==> config.mk <==
export PLATFORM = sky130hd
export DESIGN_NAME = dl_framer
export DESIGN_NICKNAME = d
export VERILOG_FILES = /design/src/rtl/dl_framer_pkg.sv /design/src/rtl/dl_frame_tx.sv /design/src/rtl/dl_frame_rx.sv /design/src/rtl/dl_framer.sv
export VERILOG_INCLUDE_DIRS = /design/src /design/src/rtl
export SDC_FILE = /design/constraint.sdc
export NUM_CORES = 1
export LEC_CHECK = 0
export BUFFER_PORTS_ARGS = -buffer_cell sky130_fd_sc_hd__buf_4
export CAP_MARGIN = 5
export CORE_MARGIN = 2
export CORE_UTILIZATION = 45
export DETAILED_ROUTE_END_ITERATION = 8
export PLACE_DENSITY = 0.62
export SYNTH_ARGS = -nofsm -noshare
export SYNTH_HDL_FRONTEND = slang
export SYNTH_HIERARCHICAL = 1
export SYNTH_SLANG_ARGS = --single-unit
==> constraint.sdc <==
create_clock -name clk_sys -period 13.7 [get_ports clk_sys]
set_clock_uncertainty 0.2 [all_clocks]
set_input_delay 1.37 -clock clk_sys [delete_from_list [all_inputs] [get_ports clk_sys]]
set_output_delay 1.37 -clock clk_sys [all_outputs]
set_load 0.01 [all_outputs]
==> src/rtl/dl_framer_regs.svh <==
// Frame constants and length limit of the program download framer
`ifndef DL_FRAMER_REGS_SVH
`define DL_FRAMER_REGS_SVH
`define START_CODE_VAL 8'h02
`define FRAME_KIND_VAL 16'h0100
`define CMD_DL_REQ 8'h00
`define CMD_DL_RSP 8'h80
`define CMD_DONE_NTF 8'h01
`define CMD_DONE_RSP 8'h81
`define SEQ_FIRST 8'h01
`define SEQ_LAST 8'hff
`define SEQ_FIXED 8'h00
`define REQ_LEN 16'h0012
`define REQ_SEG_INFO 16'h0000
`define SW_BLANK 8'hff
`define RX_MAX_LEN 16'h0100
`endif

==> src/rtl/dl_framer_pkg.sv <==
// Types shared by the program download framer
package dl_framer_pkg;
    typedef struct packed {
        logic [23:0] maker;
        logic [15:0] model;
        logic [15:0] kind;
    } target_desc_t;
    typedef struct packed {
        logic [23:0] maker;
        logic [47:0] prog_id;
    } sw_desc_t;
    typedef struct packed {
        logic [7:0] data;
        logic last;
    } byte_beat_t;
    typedef struct packed {
        logic [7:0] command_code;
        logic [7:0] frame_seq;
        logic [15:0] payload_length;
    } rx_head_t;
endpackage

==> src/rtl/dl_frame_tx.sv <==
// Byte serialiser for outbound download frames
`timescale 1ns/10ps
`include "dl_framer_regs.svh"
module dl_frame_tx
    import dl_framer_pkg::*;
(
    // Clock and reset
    input wire logic clk_sys,
    input wire logic resetn,
    // Frame request
    input wire logic start,
    input wire logic [7:0] command_code,
    input wire logic [7:0] frame_seq,
    input wire logic [15:0] payload_length,
    output logic busy,
    // Payload source, indexed by byte number
    output logic [15:0] pay_idx,
    input wire logic [7:0] pay_byte,
    // Byte stream out
    output byte_beat_t tx_beat,
    output logic tx_valid,
    input wire logic tx_ready
);
    typedef enum logic [2:0] {S_IDLE, S_HEAD, S_PAY, S_CHECK} tx_state_t;
    tx_state_t state_ff, nxt_state;
    logic [2:0] hidx_ff, nxt_hidx;
    logic [15:0] pidx_ff, nxt_pidx;
    logic [7:0] sum_ff, nxt_sum;
    logic [7:0] cmd_ff, nxt_cmd, seq_ff, nxt_seq;
    logic [15:0] len_ff, nxt_len;
    logic [7:0] cur;

    // Header byte for a given position
    function automatic logic [7:0] head_byte(input logic [2:0] i, input logic [7:0] c,
                                             input logic [7:0] s, input logic [15:0] l);
        unique case (i)
            3'd0: head_byte = `START_CODE_VAL;
            3'd1: head_byte = 8'(`FRAME_KIND_VAL >> 8);
            3'd2: head_byte = 8'(`FRAME_KIND_VAL & 16'h00ff);
            3'd3: head_byte = c;
            3'd4: head_byte = s;
            3'd5: head_byte = l[15:8];
            3'd6: head_byte = l[7:0];
            default: head_byte = 8'h00;
        endcase
    endfunction

    assign pay_idx = pidx_ff;
    assign busy = (state_ff != S_IDLE);
    assign tx_valid = busy;

    // Current byte and next state
    always_comb begin
        nxt_state = state_ff;
        nxt_hidx = hidx_ff;
        nxt_pidx = pidx_ff;
        nxt_sum = sum_ff;
        nxt_cmd = cmd_ff;
        nxt_seq = seq_ff;
        nxt_len = len_ff;
        cur = 8'h00;
        unique case (state_ff)
            S_IDLE: begin
                if (start) begin
                    nxt_state = S_HEAD;
                    nxt_hidx = 3'd0;
                    nxt_pidx = 16'h0000;
                    nxt_sum = 8'h00;
                    nxt_cmd = command_code;
                    nxt_seq = frame_seq;
                    nxt_len = payload_length;
                end
            end
            S_HEAD: begin
                cur = head_byte(hidx_ff, cmd_ff, seq_ff, len_ff);
                if (tx_ready) begin
                    if (hidx_ff != 3'd0) begin
                        nxt_sum = sum_ff + cur;
                    end
                    nxt_hidx = hidx_ff + 3'd1;
                    if (hidx_ff == 3'd6) begin
                        nxt_state = (len_ff == 16'h0000) ? S_CHECK : S_PAY;
                    end
                end
            end
            S_PAY: begin
                cur = pay_byte;
                if (tx_ready) begin
                    nxt_sum = sum_ff + cur;
                    nxt_pidx = pidx_ff + 16'h0001;
                    if (pidx_ff == len_ff - 16'h0001) begin
                        nxt_state = S_CHECK;
                    end
                end
            end
            S_CHECK: begin
                cur = 8'h00 - sum_ff;
                if (tx_ready) begin
                    nxt_state = S_IDLE;
                end
            end
            default: nxt_state = S_IDLE;
        endcase
    end

    // Byte data is combinational against the registered state
    always_comb begin
        tx_beat.data = cur;
        tx_beat.last = (state_ff == S_CHECK);
    end

    // State registers
    always_ff @(posedge clk_sys or negedge resetn) begin
        if (!resetn) begin
            state_ff <= S_IDLE;
            hidx_ff <= 3'd0;
            pidx_ff <= 16'h0000;
            sum_ff <= 8'h00;
            cmd_ff <= 8'h00;
            seq_ff <= 8'h00;
            len_ff <= 16'h0000;
        end else begin
            state_ff <= nxt_state;
            hidx_ff <= nxt_hidx;
            pidx_ff <= nxt_pidx;
            sum_ff <= nxt_sum;
            cmd_ff <= nxt_cmd;
            seq_ff <= nxt_seq;
            len_ff <= nxt_len;
        end
    end

    a_check_last: assert property (@(posedge clk_sys) disable iff (!resetn)
        tx_valid && tx_ready && state_ff == S_CHECK |=> !busy)
        else $error("frame did not end after check byte");
    a_start_first: assert property (@(posedge clk_sys) disable iff (!resetn)
        !busy && start |=> tx_beat.data == `START_CODE_VAL)
        else $error("frame not opened by start code");
endmodule // dl_frame_tx

==> src/rtl/dl_frame_rx.sv <==
// Byte parser for inbound download frames
`timescale 1ns/10ps
`include "dl_framer_regs.svh"
module dl_frame_rx
    import dl_framer_pkg::*;
#(
    parameter logic [15:0] MAX_LEN = `RX_MAX_LEN
) (
    // Clock and reset
    input wire logic clk_sys,
    input wire logic resetn,
    // Byte stream in, one byte per valid cycle
    input wire logic [7:0] rx_byte,
    input wire logic rx_valid,
    // Payload bytes as they arrive
    output logic pay_valid,
    output logic [7:0] pay_data,
    output logic [15:0] pay_idx,
    // Frame verdict
    output rx_head_t head,
    output logic frame_ok,
    output logic frame_bad
);
    typedef enum logic [2:0] {R_HUNT, R_HEAD, R_PAY, R_CHECK} rx_state_t;
    rx_state_t state_ff, nxt_state;
    logic [2:0] hidx_ff, nxt_hidx;
    logic [15:0] pidx_ff, nxt_pidx;
    logic [7:0] sum_ff, nxt_sum;
    logic kind_bad_ff, nxt_kind_bad;
    rx_head_t head_ff, nxt_head;
    logic ok_ff, nxt_ok, bad_ff, nxt_bad, pv_ff, nxt_pv;
    logic [7:0] pd_ff, nxt_pd;

    assign head = head_ff;
    assign frame_ok = ok_ff;
    assign frame_bad = bad_ff;
    assign pay_valid = pv_ff;
    assign pay_data = pd_ff;
    assign pay_idx = pidx_ff - 16'h0001;

    // Field tracking, sum and verdict
    always_comb begin
        nxt_state = state_ff;
        nxt_hidx = hidx_ff;
        nxt_pidx = pidx_ff;
        nxt_sum = sum_ff;
        nxt_kind_bad = kind_bad_ff;
        nxt_head = head_ff;
        nxt_ok = 1'b0;
        nxt_bad = 1'b0;
        nxt_pv = 1'b0;
        nxt_pd = pd_ff;
        if (rx_valid) begin
            unique case (state_ff)
                R_HUNT: begin
                    if (rx_byte == `START_CODE_VAL) begin
                        nxt_state = R_HEAD;
                        nxt_hidx = 3'd1;
                        nxt_sum = 8'h00;
                        nxt_kind_bad = 1'b0;
                        nxt_pidx = 16'h0000;
                    end
                end
                R_HEAD: begin
                    nxt_sum = sum_ff + rx_byte;
                    nxt_hidx = hidx_ff + 3'd1;
                    unique case (hidx_ff)
                        3'd1: nxt_kind_bad = (rx_byte != (`FRAME_KIND_VAL >> 8));
                        3'd2: nxt_kind_bad = kind_bad_ff
                                | (rx_byte != (`FRAME_KIND_VAL & 16'h00ff));
                        3'd3: nxt_head.command_code = rx_byte;
                        3'd4: nxt_head.frame_seq = rx_byte;
                        3'd5: nxt_head.payload_length[15:8] = rx_byte;
                        default: nxt_head.payload_length[7:0] = rx_byte;
                    endcase
                    if (hidx_ff == 3'd6) begin
                        if (kind_bad_ff || {head_ff.payload_length[15:8], rx_byte} > MAX_LEN) begin
                            nxt_bad = 1'b1;
                            nxt_state = R_HUNT;
                        end else begin
                            nxt_state = ({head_ff.payload_length[15:8], rx_byte} == 16'h0000)
                                        ? R_CHECK : R_PAY;
                        end
                    end
                end
                R_PAY: begin
                    nxt_sum = sum_ff + rx_byte;
                    nxt_pv = 1'b1;
                    nxt_pd = rx_byte;
                    nxt_pidx = pidx_ff + 16'h0001;
                    if (pidx_ff == head_ff.payload_length - 16'h0001) begin
                        nxt_state = R_CHECK;
                    end
                end
                R_CHECK: begin
                    nxt_state = R_HUNT;
                    if (sum_ff + rx_byte == 8'h00) begin
                        nxt_ok = 1'b1;
                    end else begin
                        nxt_bad = 1'b1;
                    end
                end
                default: nxt_state = R_HUNT;
            endcase
        end
    end

    // State registers
    always_ff @(posedge clk_sys or negedge resetn) begin
        if (!resetn) begin
            state_ff <= R_HUNT;
            hidx_ff <= 3'd0;
            pidx_ff <= 16'h0000;
            sum_ff <= 8'h00;
            kind_bad_ff <= 1'b0;
            head_ff <= '0;
            ok_ff <= 1'b0;
            bad_ff <= 1'b0;
            pv_ff <= 1'b0;
            pd_ff <= 8'h00;
        end else begin
            state_ff <= nxt_state;
            hidx_ff <= nxt_hidx;
            pidx_ff <= nxt_pidx;
            sum_ff <= nxt_sum;
            kind_bad_ff <= nxt_kind_bad;
            head_ff <= nxt_head;
            ok_ff <= nxt_ok;
            bad_ff <= nxt_bad;
            pv_ff <= nxt_pv;
            pd_ff <= nxt_pd;
        end
    end

    a_verdict_excl: assert property (@(posedge clk_sys) disable iff (!resetn)
        !(frame_ok && frame_bad))
        else $error("frame both good and bad");
    a_bad_sum: assert property (@(posedge clk_sys) disable iff (!resetn)
        rx_valid && state_ff == R_CHECK && (sum_ff + rx_byte) != 8'h00 |=> frame_bad)
        else $error("bad check byte accepted");
endmodule // dl_frame_rx

==> src/rtl/dl_framer.sv <==
// Program download framer on the adapter side: request builder and response parser
`timescale 1ns/10ps
`include "dl_framer_regs.svh"
module dl_framer
    import dl_framer_pkg::*;
(
    // Clock and reset
    input wire logic clk_sys,
    input wire logic resetn,
    // Request side from the adapter controller
    input wire logic req_send,
    input wire logic req_done,
    input wire logic [15:0] req_segment,
    input wire target_desc_t target,
    input wire logic prog_stored,
    input wire sw_desc_t stored_sw,
    output logic req_busy,
    // Serial byte stream toward the appliance
    output byte_beat_t tx_beat,
    output logic tx_valid,
    input wire logic tx_ready,
    // Serial byte stream from the appliance
    input wire logic [7:0] rx_byte,
    input wire logic rx_valid,
    // Parsed responses
    output logic rsp_valid,
    output logic [7:0] rsp_command,
    output logic [15:0] rsp_length,
    output logic rsp_seq_match,
    output logic pay_valid,
    output logic [7:0] pay_data,
    output logic [15:0] pay_idx,
    output logic frame_drop
);
    logic [7:0] seq_ff, nxt_seq;
    logic [7:0] last_seq_ff, nxt_last_seq;
    logic [7:0] cmd_ff, nxt_cmd;
    logic [15:0] seg_ff, nxt_seg;
    target_desc_t tgt_ff, nxt_tgt;
    sw_desc_t sw_ff, nxt_sw;
    logic start;
    logic [15:0] len;
    logic [15:0] tx_idx;
    logic [7:0] pay_byte;
    logic [143:0] req_image;
    rx_head_t head;
    logic ok, bad;
    logic rsp_valid_ff, nxt_rsp_valid;
    logic [7:0] rsp_cmd_ff, nxt_rsp_cmd;
    logic [15:0] rsp_len_ff, nxt_rsp_len;
    logic match_ff, nxt_match;
    logic drop_ff, nxt_drop;

    // Only request and completion notification are ever sent
    assign start = (req_send || req_done) && !req_busy;
    // Length follows the command being captured, so it is right at the start edge
    assign len = (nxt_cmd == `CMD_DL_REQ) ? `REQ_LEN : 16'h0001;

    // Capture request fields; sequence wraps 0xff back to 0x01
    always_comb begin
        nxt_seq = seq_ff;
        nxt_last_seq = last_seq_ff;
        nxt_cmd = cmd_ff;
        nxt_seg = seg_ff;
        nxt_tgt = tgt_ff;
        nxt_sw = sw_ff;
        if (start) begin
            nxt_cmd = req_send ? `CMD_DL_REQ : `CMD_DONE_NTF;
            nxt_seg = req_segment;
            nxt_tgt = target;
            nxt_sw = prog_stored ? stored_sw : {9{`SW_BLANK}};
            nxt_last_seq = seq_ff;
            nxt_seq = (seq_ff == `SEQ_LAST) ? `SEQ_FIRST : seq_ff + 8'h01;
        end
    end

    // Payload image, most significant byte first
    assign req_image = {seg_ff, tgt_ff, sw_ff};

    // Select payload byte; completion notification carries one byte
    always_comb begin
        pay_byte = 8'h00;
        if (cmd_ff == `CMD_DL_REQ) begin
            if (tx_idx < `REQ_LEN) begin
                pay_byte = req_image[143 - 8 * tx_idx[4:0] -: 8];
            end
        end else begin
            pay_byte = seg_ff[7:0];
        end
    end

    // Request field registers
    always_ff @(posedge clk_sys or negedge resetn) begin
        if (!resetn) begin
            seq_ff <= `SEQ_FIRST;
            last_seq_ff <= 8'h00;
            cmd_ff <= 8'h00;
            seg_ff <= 16'h0000;
            tgt_ff <= '0;
            sw_ff <= '0;
        end else begin
            seq_ff <= nxt_seq;
            last_seq_ff <= nxt_last_seq;
            cmd_ff <= nxt_cmd;
            seg_ff <= nxt_seg;
            tgt_ff <= nxt_tgt;
            sw_ff <= nxt_sw;
        end
    end

    // Outbound serialiser
    dl_frame_tx u_tx (
        .clk_sys(clk_sys),
        .resetn(resetn),
        .start(start),
        .command_code(nxt_cmd),
        .frame_seq(seq_ff),
        .payload_length(len),
        .busy(req_busy),
        .pay_idx(tx_idx),
        .pay_byte(pay_byte),
        .tx_beat(tx_beat),
        .tx_valid(tx_valid),
        .tx_ready(tx_ready)
    );

    // Inbound parser
    dl_frame_rx u_rx (
        .clk_sys(clk_sys),
        .resetn(resetn),
        .rx_byte(rx_byte),
        .rx_valid(rx_valid),
        .pay_valid(pay_valid),
        .pay_data(pay_data),
        .pay_idx(pay_idx),
        .head(head),
        .frame_ok(ok),
        .frame_bad(bad)
    );

    // Response verdict: only response codes are acted on
    always_comb begin
        nxt_rsp_valid = 1'b0;
        nxt_rsp_cmd = rsp_cmd_ff;
        nxt_rsp_len = rsp_len_ff;
        nxt_match = match_ff;
        nxt_drop = bad;
        if (ok) begin
            if (head.command_code == `CMD_DL_RSP || head.command_code == `CMD_DONE_RSP) begin
                nxt_rsp_valid = 1'b1;
                nxt_rsp_cmd = head.command_code;
                nxt_rsp_len = head.payload_length;
                nxt_match = (head.frame_seq == last_seq_ff)
                            || (head.frame_seq == `SEQ_FIXED);
            end else begin
                nxt_drop = 1'b1;
            end
        end
    end

    // Response registers
    always_ff @(posedge clk_sys or negedge resetn) begin
        if (!resetn) begin
            rsp_valid_ff <= 1'b0;
            rsp_cmd_ff <= 8'h00;
            rsp_len_ff <= 16'h0000;
            match_ff <= 1'b0;
            drop_ff <= 1'b0;
        end else begin
            rsp_valid_ff <= nxt_rsp_valid;
            rsp_cmd_ff <= nxt_rsp_cmd;
            rsp_len_ff <= nxt_rsp_len;
            match_ff <= nxt_match;
            drop_ff <= nxt_drop;
        end
    end

    assign rsp_valid = rsp_valid_ff;
    assign rsp_command = rsp_cmd_ff;
    assign rsp_length = rsp_len_ff;
    assign rsp_seq_match = match_ff;
    assign frame_drop = drop_ff;

    a_seq_range: assert property (@(posedge clk_sys) disable iff (!resetn)
        seq_ff != 8'h00)
        else $error("sequence left its range");
    a_seq_step: assert property (@(posedge clk_sys) disable iff (!resetn)
        start |=> seq_ff == (($past(seq_ff) == 8'hff) ? 8'h01 : $past(seq_ff) + 8'h01))
        else $error("sequence did not step");
    a_cmd_legal: assert property (@(posedge clk_sys) disable iff (!resetn)
        req_busy |-> cmd_ff == `CMD_DL_REQ || cmd_ff == `CMD_DONE_NTF)
        else $error("reserved command sent");
    a_blank_sw: assert property (@(posedge clk_sys) disable iff (!resetn)
        start && req_send && !prog_stored |=> sw_ff == {9{8'hff}})
        else $error("blank descriptor not all ones");
    a_drop_quiet: assert property (@(posedge clk_sys) disable iff (!resetn)
        bad |=> frame_drop && !rsp_valid)
        else $error("bad frame acted on");
    c_request: cover property (@(posedge clk_sys) disable iff (!resetn) start && req_send);
    c_done: cover property (@(posedge clk_sys) disable iff (!resetn) start && req_done);
    c_rsp: cover property (@(posedge clk_sys) disable iff (!resetn) rsp_valid && rsp_seq_match);
    c_drop: cover property (@(posedge clk_sys) disable iff (!resetn) frame_drop);
endmodule // dl_framer

# After elaboration in Yosys (flattened, before gate mapping)
# Cells that the tools add are included.
# totals
word_cells,187
out_inout_bits,63
regBits,331
# classes
n_lt_le_gt_ge,2
bitwise,2
n_addsub,13
n_reduce_logical,42
mux,57
eq_ne,36
n_shift,1
# op_table
operator,n
151-bit by 33-bit indexed part select with 8-bit output,1
8-bit 2-to-1 mux,10
72-bit 2-to-1 mux,1
16-bit one-hot mux with 2 select lines,2
16-bit 2-to-1 mux,3
8-bit one-hot mux with 3 select lines,2
8-bit one-hot mux with 6 select lines,1
16-bit by 1-bit subtractor with 16-bit output (second input constant),3
3-bit 2-to-1 mux,12
16-bit by 1-bit adder with 16-bit output (second input constant),2
16-bit == test,2
16-bit logical NOT,2
8-bit logical NOT,4
3-bit AND reduction,9
8-bit adder,3
8-bit == test (second input constant),3
3-bit by 2-bit == test with 1-bit output (second input constant),7
3-bit == test (second input constant),6
1-bit 2-to-1 mux,17
16-bit by 9-bit > comparator with 1-bit output (second input constant),1
16-bit by 5-bit less-than comparator with 1-bit output (second input constant),1
8-bit one-hot mux with 2 select lines,1
2-bit by 1-bit inequality test with 1-bit output (second input constant),7
3-bit by 1-bit == test with 1-bit output (second input constant),4
other kinds (29),49

# Logic depth before layout (Yosys ltp)
# Gate-level depths: netlist of run 1.
# logic_depth
ltp_word,7
depth_mapped,22

# By module
# Netlist of run 1, hierarchy kept.
# modules_own_cells
mod,cells_each,instances,seq_area_each_um2,area_each_um2
dl_framer,949,1,4880.9,9076.2
dl_frame_rx,424,1,1826.8,4324.1
dl_frame_tx,436,1,1526.5,4190.3

# Worst setup path before layout of run 1
# Ideal clock, no wire load.
# synth_timing
path_type,flip-flop to flip-flop
from,reg u_tx.pidx_ff[1] (netlist: u_tx/pay_idx[1])
to,reg u_tx.sum_ff[7]
t_arrival_ns,4.787
required_time_ns,13.364
setup_ns,0.136
setup_slack_ns,8.577
path_stages_with_launch,21
cell_sequence,dfrtp_1 > buf_6 > buf_8 > clkbuf_1 > inv_1 > ha_1 > clkbuf_1 > mux4_2 > and3_1 > a31oi_1 > a31oi_1 > a211o_1 > mux2_2 > ha_1 > a21o_1 > a21oi_1 > o21bai_1 > a2111oi_0 > o21ai_0 > nand3_1 > or3b_2
# synth_via
elab_chain_len,7
elab_cells_between_ends,8
# synth_rtl
item,line_no,rtl
from (decl),dl_frame_tx.sv:27,"logic [15:0] pidx_ff, nxt_pidx;"
from (signal assigned),dl_frame_tx.sv:125,pidx_ff <= nxt_pidx;
8-bit by 8-bit subtractor with 9-bit output,dl_framer.sv:85,pay_byte = req_image[143 - 8 * tx_idx[4:0] -: 8];
151-bit by 33-bit indexed part select with 8-bit output,dl_framer.sv:85,
8-bit 2-to-1 mux (*),dl_framer.sv:84,if (tx_idx < `REQ_LEN) begin
8-bit 2-to-1 mux (*),dl_framer.sv:83,if (cmd_ff == `CMD_DL_REQ) begin
via pay_byte[1],dl_framer.sv:44,logic [7:0] pay_byte;
8-bit adder (*),dl_frame_tx.sv:89,nxt_sum = sum_ff + cur;
8-bit 2-to-1 mux (*),dl_frame_tx.sv:88,if (tx_ready) begin
8-bit one-hot mux with 3 select lines (*),dl_frame_tx.sv:62,unique case (state_ff)
to (signal assigned),dl_frame_tx.sv:126,sum_ff <= nxt_sum;
to (decl),dl_frame_tx.sv:28,"logic [7:0] sum_ff, nxt_sum;"
# Mark *: on every way through the listed nets, which the timed path passes. The rest lies on a longest branch. The select of a mux whose other input is x is not followed.
# A chain may end at the register's enable or synchronous reset.

==> results of run 1 <==
-- state kept, by name (all words and copies together), names as in the netlist, 16 cells and up --
| register | count |
|---|---|
| req_image | 128 |
| u_rx/head | 32 |
| rsp_length | 16 |
| seg_ff | 16 |
| u_rx/pidx_ff | 16 |
| u_tx/len_ff | 16 |
| u_tx/pay_idx | 16 |
-- critical path: stages, from the launching register on --
cell      delay, ps
dfrtp_1         320
buf_4           420
inv_1           220
ha_1            990
mux4_2          410
and3_1          190
a31oi_1         140
a31oi_1         150
a211o_1         340
a222oi_1        400
nor2_1           80
buf_4           160
-- metal layers --
metal,wire [um],vias up,global-route usage,part of all wire
met5,0,-,0,0
met1,21400,6647,0.336,0.47
met2,20900,387,0.352,0.46
met3,2290,62,0.0305,0.050
li1,-,6551,-,-
met4,1030,0,0.0651,0.023
-- path summary, 6_finish.rpt --
| path | end | slack (ps) | depth (start not counted) |
|---|---|---|---|
| max in group asynchronous | req_image[6]$_DFFE_PN0P_ | 11270 | 2 |
| hold reg to reg | req_image[117]$_DFFE_PN0P_ | 270 | 2 |
| hold / removal | req_image[117]$_DFFE_PN0P_ | 270 | 2 |
| min in group asynchronous | u_tx/len_ff[13]$_DFFE_PN0P_ | 620 | 1 |
| setup reg to reg | u_tx/sum_ff[7]$_DFFE_PN0P_ | 7870 | 17 |
| setup / recovery | tx_beat[2] | 7750 | 11 |
-- metrics by stage --
stage          hold WS (ps)  utilization  instance area (um^2)  worst slack [ps]
2_1_floorplan           204            -                 17600              8580
3_3_place_gp            236        0.505                 19500              7950
3_5_place_dp            234        0.505                 19500              7920
4_1_cts                 253        0.536                 20700              7700
5_1_grt                 285        0.536                 20700              7480
6_report                267        0.536                 20700              7750
-- power groups by stage --
stage,Clock (mW),Sequential (mW),Combinational (mW)
6_report,0.982,1.63,1.90
5_1_grt,1.04,1.67,2.11
4_1_cts,1.00,1.62,1.91
3_5_place_dp,0,1.64,1.90
3_3_place_gp,0,1.63,1.87
2_1_floorplan,0,1.50,1.45
-- cell usage after synthesis, types with 5 or more instances --
cell      number
nand2_1      368
dfrtp_1      328
nor2_1       140
inv_1        112
a31oi_1       83
mux2_2        79
clkbuf_1      78
xnor2_1       57
xor2_1        57
o21ai_0       46
ha_1          41
nand3_1       39
nor3_1        30
mux4_2        26
a21oi_1       22
nor4_1        21
and2_1        17
nand4_1       17
a222oi_1      13
and3_1        12
mux2i_1       11
buf_1         10
a211oi_1       9
nor2b_1        9
a22o_1         8
nand2b_1       8
o21ai_1        8
a21o_1         7
and4_1         7
buf_6          7
or3_1          7
buf_2          6
mux2_1         6
o211ai_1       6
o21bai_1       6
a22oi_1        5
nand3b_1       5
or4_1          5
-- kinds of logic (layout without fill, tap and decap cells) --
| logic type | Yosys count | count (layout) | synth area share |
|---|---|---|---|
| XOR/XNOR | 115 | 115 | 0.0577 |
| buffers and inverters | 223 | 409 | 0.0540 |
| other | 1 | 13 | 0.000213 |
| multiplexers | 128 | 128 | 0.103 |
| AND/OR/NAND/NOR | 720 | 720 | 0.190 |
| adder cells (fa/ha/maj) | 43 | 43 | 0.0314 |
| AO/OA/AOI/OAI | 250 | 250 | 0.0957 |
| flip-flops | 329 | 329 | 0.468 |
-- cells in the final DEF, fill, tap and decap left out, types with 11 or more instances in the layout --
cell type    n
xor2_1      57
a21oi_1     22
and2_1      17
dfrtp_1    327
nand2_1    368
conb_1      13
xnor2_1     57
mux4_2      26
a31oi_1     83
mux2_2      79
mux2i_1     11
nor2_1     140
ha_1        41
inv_1      112
nor4_1      21
nand4_1     17
nor3_1      30
a222oi_1    13
clkbuf_16   37
buf_4      228
o21ai_0     46
and3_1      12
nand3_1     39
-- final cells by class --
type	instances	area, um^2	area share
Clock inverter	14	153	0.00737
Tap cell	518	648	0.0313
Multi-Input combinational cell	1269	8460	0.409
Clock buffer	50	1020	0.0495
Timing Repair Buffer	230	1750	0.0844
Inverter	115	437	0.0211
Sequential cell	329	8240	0.398
==> flow_summary.toml, run 1 <==
[run_status]
status = "finished clean"

[cts]
cts_hold_buffers = 0
clock-sinks = 329
cts_buffer_depth = 3
cts_tree = "yes"
root_buffer = "clkbuf_16"
cts_max_level = 2
post_cts_resized = 0
post_cts_buffers = 0
cts_made_buffers = 37
clk_latency_ps = 550
clk_pin_slew_ps = 60

[timing]
min_period_over_period = 0.434
fmax_ghz = 0.168
fin_tns_setup_ps = 0
tightest_slew_ps = 1100
rsz0062_at_grt = "false"
maxSlewHeadroom = 0.266
final_max_slew_viol_count = 0
finalHoldViolCount = 0
setup_violations = 0
layout_min_cycle_time_ps = 5950

[worst_setup_path]
worstReg2RegStart = "u_tx/pay_idx[1]$_DFFE_PN0P_"
crit_path_start = "u_tx/pay_idx[1]$_DFFE_PN0P_"
required_ps = 12130
crit_type = "register to primary output"
startpoint_type = "register"
crit_arrival_ps = 4380
endpoint_kind = "primary output"
worstPathMaxFanout = 33

[finish]
final_nets = 2184
fill_cells = 3482
instances_no_fill = 2525
n_antenna_cell = 0
syn_to_final_growth_pct = 17.7
drive_gt1_frac = 0.210

[detailed_routing]
drt_pass1_iterations = 5
drtIter0Drc = 1135
vias = 13647
drt-vias-per-instance = 5.40
drt-total-wl_um = 45700
drc = 0
wire_per_inst_um = 18.1
postRouteAntennaNets = 0

[place]
placed_cells = 2461
dp_hpwl_um = 32500
numPortBuffers = 221
gp_congestion = 0.869

[run]
maxCapViolCount = 0

[die]
die_width_um = 202
start_util = 0.455
rows = 72
die_area_um2 = 40700
die_h_um = 202
ios = 222
coreArea_um2 = 38600

[synth]
synthTopCellsByArea = "dfrtp_1 (47%), nand2_1 (7.9%), mux2_2 (5.1%)"
yosysTopAreaCell = "dfrtp_1"
synth_area_per_cell_um2 = 9.72
seq_area_frac_synth = 0.468
ys_ff_latch = 329
ys_warn_count = 6
synthCells = 1809
syn_area_um2 = 17600
synth_top_area_share = 0.467
synth_ff_type = "dfrtp_1"
synth.distinct_cells = 88
synth_edf_count = 0
async_reset_ff_frac = 1.00

[global_routing]
grt_pass1_vias = 13282
track_usage = 0.228
grt_first_pass_wirelength_um = 73800
overflow = 0
antenna_found_initial = 0
grt_max_degree = 186

[power]
peakVddDrop_v = 0.000100
total_power_mw = 4.51
internal-power_mw = 2.74
power_switching_mw = 1.77
sw_frac_of_total = 0.392
clkPwrFrac = 0.218
p_comb_frac = 0.422
leakage_nw = 9.89
powerDensity_nw_per_um2 = 218
seq_power_share = 0.361

[hold_path]
hold_path_class = "register to register"
hold_start = "req_image[117]$_DFFE_PN0P_"
Note: power is estimated with default switching activity, not from simulation.
==> inputs of run 2 (changes only) <==
Clock period 13.7 ns to 6.1 ns, I/O delays scaled along.
==> run 2 against run 1 <==
Design area increased by 0.40%; core utilization increased by 0.21 points; register-to-register slack got worse by 7200 ps; via count increased by 1.1%; wire length increased by 0.88%; clock-buffer cell count increased by 4; sequential power increased by 130%; hold slack got worse by 220 ps; sequential share of layout area decreased by 0.16 points; first-iteration DRC count decreased by 3.0%; critical path depth increased by 5; die area unchanged.
==> flow_summary.toml, run 2 (synthesis gave the netlist of run 1 again) <==
[run_status]
status = "finished clean"

[place]
placed_cells = 2462
dp_hpwl_um = 33100
gp_congestion = 0.874
numPortBuffers = 221

[worst_setup_path]
crit_slowest_cell = "o41ai_1"
startpoint_type = "register"
worstReg2RegStart = "u_tx/pay_idx[2]$_DFFE_PN0P_"
path_delay_family = "compound AO/OA/AOI/OAI gates"
crit_path_start = "u_tx/pay_idx[2]$_DFFE_PN0P_"
worstPathMaxFanout = 17
cp.depth = 16
endpoint_kind = "register"
crit_buf_inv = 2
crit_arrival_ps = 5600
max_stage_delay_ps = 640
cp_common_cell = "ha_1"
worstPathCellList = "inv_1 -> ha_1 -> buf_4 -> nor2_1 -> nand2_1 -> o41ai_1 -> a211o_1 -> mux2_2 -> ha_1 -> a21o_1 -> a21oi_1 -> o21bai_1 -> a2111oi_0 -> o21ai_0 -> nand3_1 -> or3b_2"
crit_type = "register to register"
required_ps = 6300
worstRegToRegCells = 16

[die]
die_area_um2 = 40700
die_h_um = 202
ios = 222
rows = 72
start_util = 0.455
coreArea_um2 = 38600
die_width_um = 202

[finish]
n_antenna_cell = 0
layout_commonest_cell = "nand2_1"
fill_cells = 3458
syn_to_final_growth_pct = 18.2
instances_no_fill = 2529
mostFrequentLayoutCells = "nand2_1 (368), dfrtp_1 (327), buf_4 (228)"
drive_gt1_frac = 0.211
final_nets = 2187
final_util = 0.538
largest_reg_flops = 128

[cts]
clk_latency_ps = 550
cts_max_level = 2
cts_tree = "yes"
clk_pin_slew_ps = 60
clock-sinks = 329
root_buffer = "clkbuf_16"
cts_made_buffers = 38
post_cts_buffers = 0
cts_buffer_depth = 3

[detailed_routing]
vias = 13792
postRouteAntennaNets = 0
drtIter0Drc = 1101
wire_per_inst_um = 18.2
drt-total-wl_um = 46100
drc = 0
drt_pass1_iterations = 7
drt-vias-per-instance = 5.45

[global_routing]
track_usage = 0.230
overflow = 0
grt_pass1_vias = 13596
antenna_found_initial = 0
grt_max_degree = 222
grt_first_pass_wirelength_um = 74600

[timing]
maxSlewHeadroom = 0.197
final_max_slew_viol_count = 0
layout_min_cycle_time_ps = 5400
finalHoldViolCount = 0
setup_violations = 0
fmax_ghz = 0.185
rsz0062_at_grt = "false"
hold_ws_ps = 48.8
tightest_slew_ps = 1200
min_period_over_period = 0.885
fin_tns_setup_ps = 0

[power]
powerDensity_nw_per_um2 = 493
peakVddDrop_v = 0.000322
total_power_mw = 10.2
leakage_nw = 9.92

[hold_path]
whs_path_depth = 3
hold_path_class = "input port to register"
hold_start = "target[14]"

[run]
maxCapViolCount = 0
==> run 2: cell types whose count changed in the layout (fill, tap and decap cells not counted), sizes merged <==
cell / delta
clkbuf: +4
dlygate4sd3: +1
clkinvlp: +1
inv: -2
buf: +1
clkinv: -1
==> run 2: tightest hold or removal path: stages <==
cell	delay, ps
buf_4	80
nand2_1	40
nand2_1	40
==> run 2: through the flow <==
stage / cell area (um^2) / setup slack, ps
6_report: 20800 / 702
5_1_grt: 20800 / 373
4_1_cts: 20800 / 724
3_5_place_dp: 19600 / 772
3_3_place_gp: 19600 / 937
2_1_floorplan: 17600 / 977
==> run 2: final cells by class <==
class	instances	area, um^2	share of cell area
well taps	518	648	0.0312
multi-input cells	1269	8460	0.407
inverters	115	437	0.0210
flip-flops and latches	329	8240	0.396
clock buffers	54	1080	0.0520
repair buffers	232	1780	0.0855
clock inverters	12	149	0.00716
==> run 2: routing by layer <==
metal,vias to the layer above,global-route usage,share of wire
met2,465,0.348,0.44
met3,75,0.0340,0.060
li1,6577,-,-
met1,6675,0.340,0.47
met4,0,0.0767,0.026
met5,-,0,0
==> run 2: path summary, 6_finish.rpt <==
kind	endpoint	slack [ps]
setup / recovery	u_tx/sum_ff[7]$_DFFE_PN0P_	700
hold / removal	req_image[86]$_DFFE_PN0P_	50
max in group asynchronous	req_image[111]$_DFFE_PN0P_	3780
setup reg to reg	u_tx/sum_ff[7]$_DFFE_PN0P_	700
hold reg to reg	frame_drop$_DFF_PN0_	250
min in group asynchronous	u_tx/hidx_ff[2]$_DFFE_PN0P_	540
==> run 2: what timing repair did <==
action / CTS / global route
endpoints found under the hold margin: 68 / 0
hold buffers: 1 / 0
gates resized for setup: 0 / 0
==> run 2: power by group <==
group	switching, mW	internal (mW)	total (mW)
Sequential	0.732	2.94	3.67
Clock	0.905	1.36	2.26
Combinational	2.39	1.92	4.31
==> inputs of run 3 (changes only) <==
Settings changed: CTS_BUF_LIST set to sky130_fd_sc_hd__clkbuf_8.
==> run 3 against run 2 <==
Fmax rose by 0.64%; core utilization rose by 2.2 points; register-to-register slack improved by 30 ps; die area did not move; flip-flop and latch count did not move; power fell by 1.6%; clock power fell by 9.3%; sequential share of layout area fell by 1.6 points; non-clock buffer count rose by 93; highest routed layer unchanged.
==> flow_summary.toml, run 3 (synthesis gave the netlist of run 1 again) <==
[global_routing]
grt_max_degree = 222
grt_first_pass_wirelength_um = 76800
antenna_found_initial = 0
grt_pass1_vias = 14171
overflow = 0
track_usage = 0.237

[timing]
finalHoldViolCount = 0
final_max_slew_viol_count = 0
tightest_slew_ps = 1190
fin_tns_setup_ps = 0
rsz0062_at_grt = "false"
fmax_ghz = 0.186
layout_min_cycle_time_ps = 5360
maxSlewHeadroom = 0.201
min_period_over_period = 0.879
setup_violations = 0

[worst_setup_path]
required_ps = 6410
crit_arrival_ps = 5670
endpoint_kind = "register"
crit_type = "register to register"
worstPathMaxFanout = 17
startpoint_type = "register"

[detailed_routing]
vias = 14279
drtIter0Drc = 1230
drt_pass1_iterations = 8
postRouteAntennaNets = 0
drc = 0
drt-total-wl_um = 47500
drt-vias-per-instance = 5.37
wire_per_inst_um = 17.9

[place]
gp_congestion = 0.874
placed_cells = 2462
numPortBuffers = 221
dp_hpwl_um = 33100

[finish]
syn_to_final_growth_pct = 23.1
n_antenna_cell = 0
final_nets = 2298
mostFrequentLayoutCells = "nand2_1 (368), dfrtp_1 (327), buf_4 (228)"
largest_reg_flops = 128
instances_no_fill = 2658
layout_commonest_cell = "nand2_1"
drive_gt1_frac = 0.207

[power]
powerDensity_nw_per_um2 = 466
peakVddDrop_v = 0.000323
leakage_nw = 10.4
total_power_mw = 10.1

[cts]
cts_tree = "yes"
clock-sinks = 329
cts_buffer_depth = 3
root_buffer = "clkbuf_8"
post_cts_resized = 0
cts_max_level = 2
cts_made_buffers = 56
clk_latency_ps = 650
post_cts_buffers = 0
clk_pin_slew_ps = 60
cts_hold_buffers = 94

[die]
coreArea_um2 = 38600
die_width_um = 202
die_area_um2 = 40700
die_h_um = 202
ios = 222
start_util = 0.455
rows = 72

[hold_path]
hold_path_class = "input port to register"

[run_status]
status = "finished clean"

[run]
maxCapViolCount = 0
run 3: changes by cell type in the layout (fill, tap and decap cells not counted), moves of 2 or more:
cell,previous run,this run
clkbuf_1,9,0
clkbuf_16,38,0
clkbuf_8,7,65
clkinv_2,7,5
dlygate4sd3_1,1,94
inv_1,112,137
run 3: per-stage QoR:
stage / setup WS (ps) / area (um^2) / hold slack (ps) / util
global route: 412 / 21600 / 34.5 / 0.560
global placement: 937 / 19600 / 236 / 0.506
detailed placement: 772 / 19600 / 241 / 0.506
CTS: 752 / 21600 / 1.22 / 0.560
finish: 736 / 21600 / 40.4 / 0.560
floorplan: 977 / 17600 / 114 / -
run 3: area by class of cell:
class / instances / area, um^2
flip-flops and latches: 329 / 8240
multi-input cells: 1269 / 8460
clock inverters: 37 / 263
repair buffers: 325 / 2710
fillers: 3369 / 17000
inverters: 115 / 437
clock buffers: 65 / 895
well taps: 518 / 648
run 3: final timing paths:
check / from / endpoint / slack, ps / depth (start not counted)
setup reg to reg: u_tx/pay_idx[2]$_DFFE_PN0P_ / u_tx/sum_ff[7]$_DFFE_PN0P_ / 740 / 16
min in group asynchronous: resetn / u_tx/hidx_ff[2]$_DFFE_PN0P_ / 410 / 2
hold / removal: stored_sw[54] / req_image[54]$_DFFE_PN0P_ / 40 / 3
hold reg to reg: u_rx/frame_bad$_DFF_PN0_ / frame_drop$_DFF_PN0_ / 250 / 1
setup / recovery: u_tx/pay_idx[2]$_DFFE_PN0P_ / u_tx/sum_ff[7]$_DFFE_PN0P_ / 740 / 16
max in group asynchronous: resetn / req_image[38]$_DFFE_PN0P_ / 3870 / 3
run 3: routing by layer:
layer	vias to the layer above	share of wire	global-route usage
li1	6799	-	-
met1	6932	0.46	0.341
met2	467	0.45	0.362
met3	81	0.061	0.0426
met4	0	0.027	0.0830
met5	-	0	0
run 3: power by group:
group | total, mW | internal [mW] | switching, mW
sequential | 3.68 | 2.94 | 0.736
clock | 2.05 | 1.14 | 0.916
combinational | 4.35 | 1.96 | 2.39
total | 10.1 | 6.04 | 4.04
run 3: critical path, cell delays in order (launching register included):
cell and delay (ps):
dfrtp_1 580, inv_1 90, ha_1 520, buf_4 310, nor2_1 230, nand2_1 160
o41ai_1 640, a211o_1 270, mux2_2 170, ha_1 220, a21o_1 180, a21oi_1 230
o21bai_1 120, a2111oi_0 560, o21ai_0 240, nand3_1 100, or3b_2 440
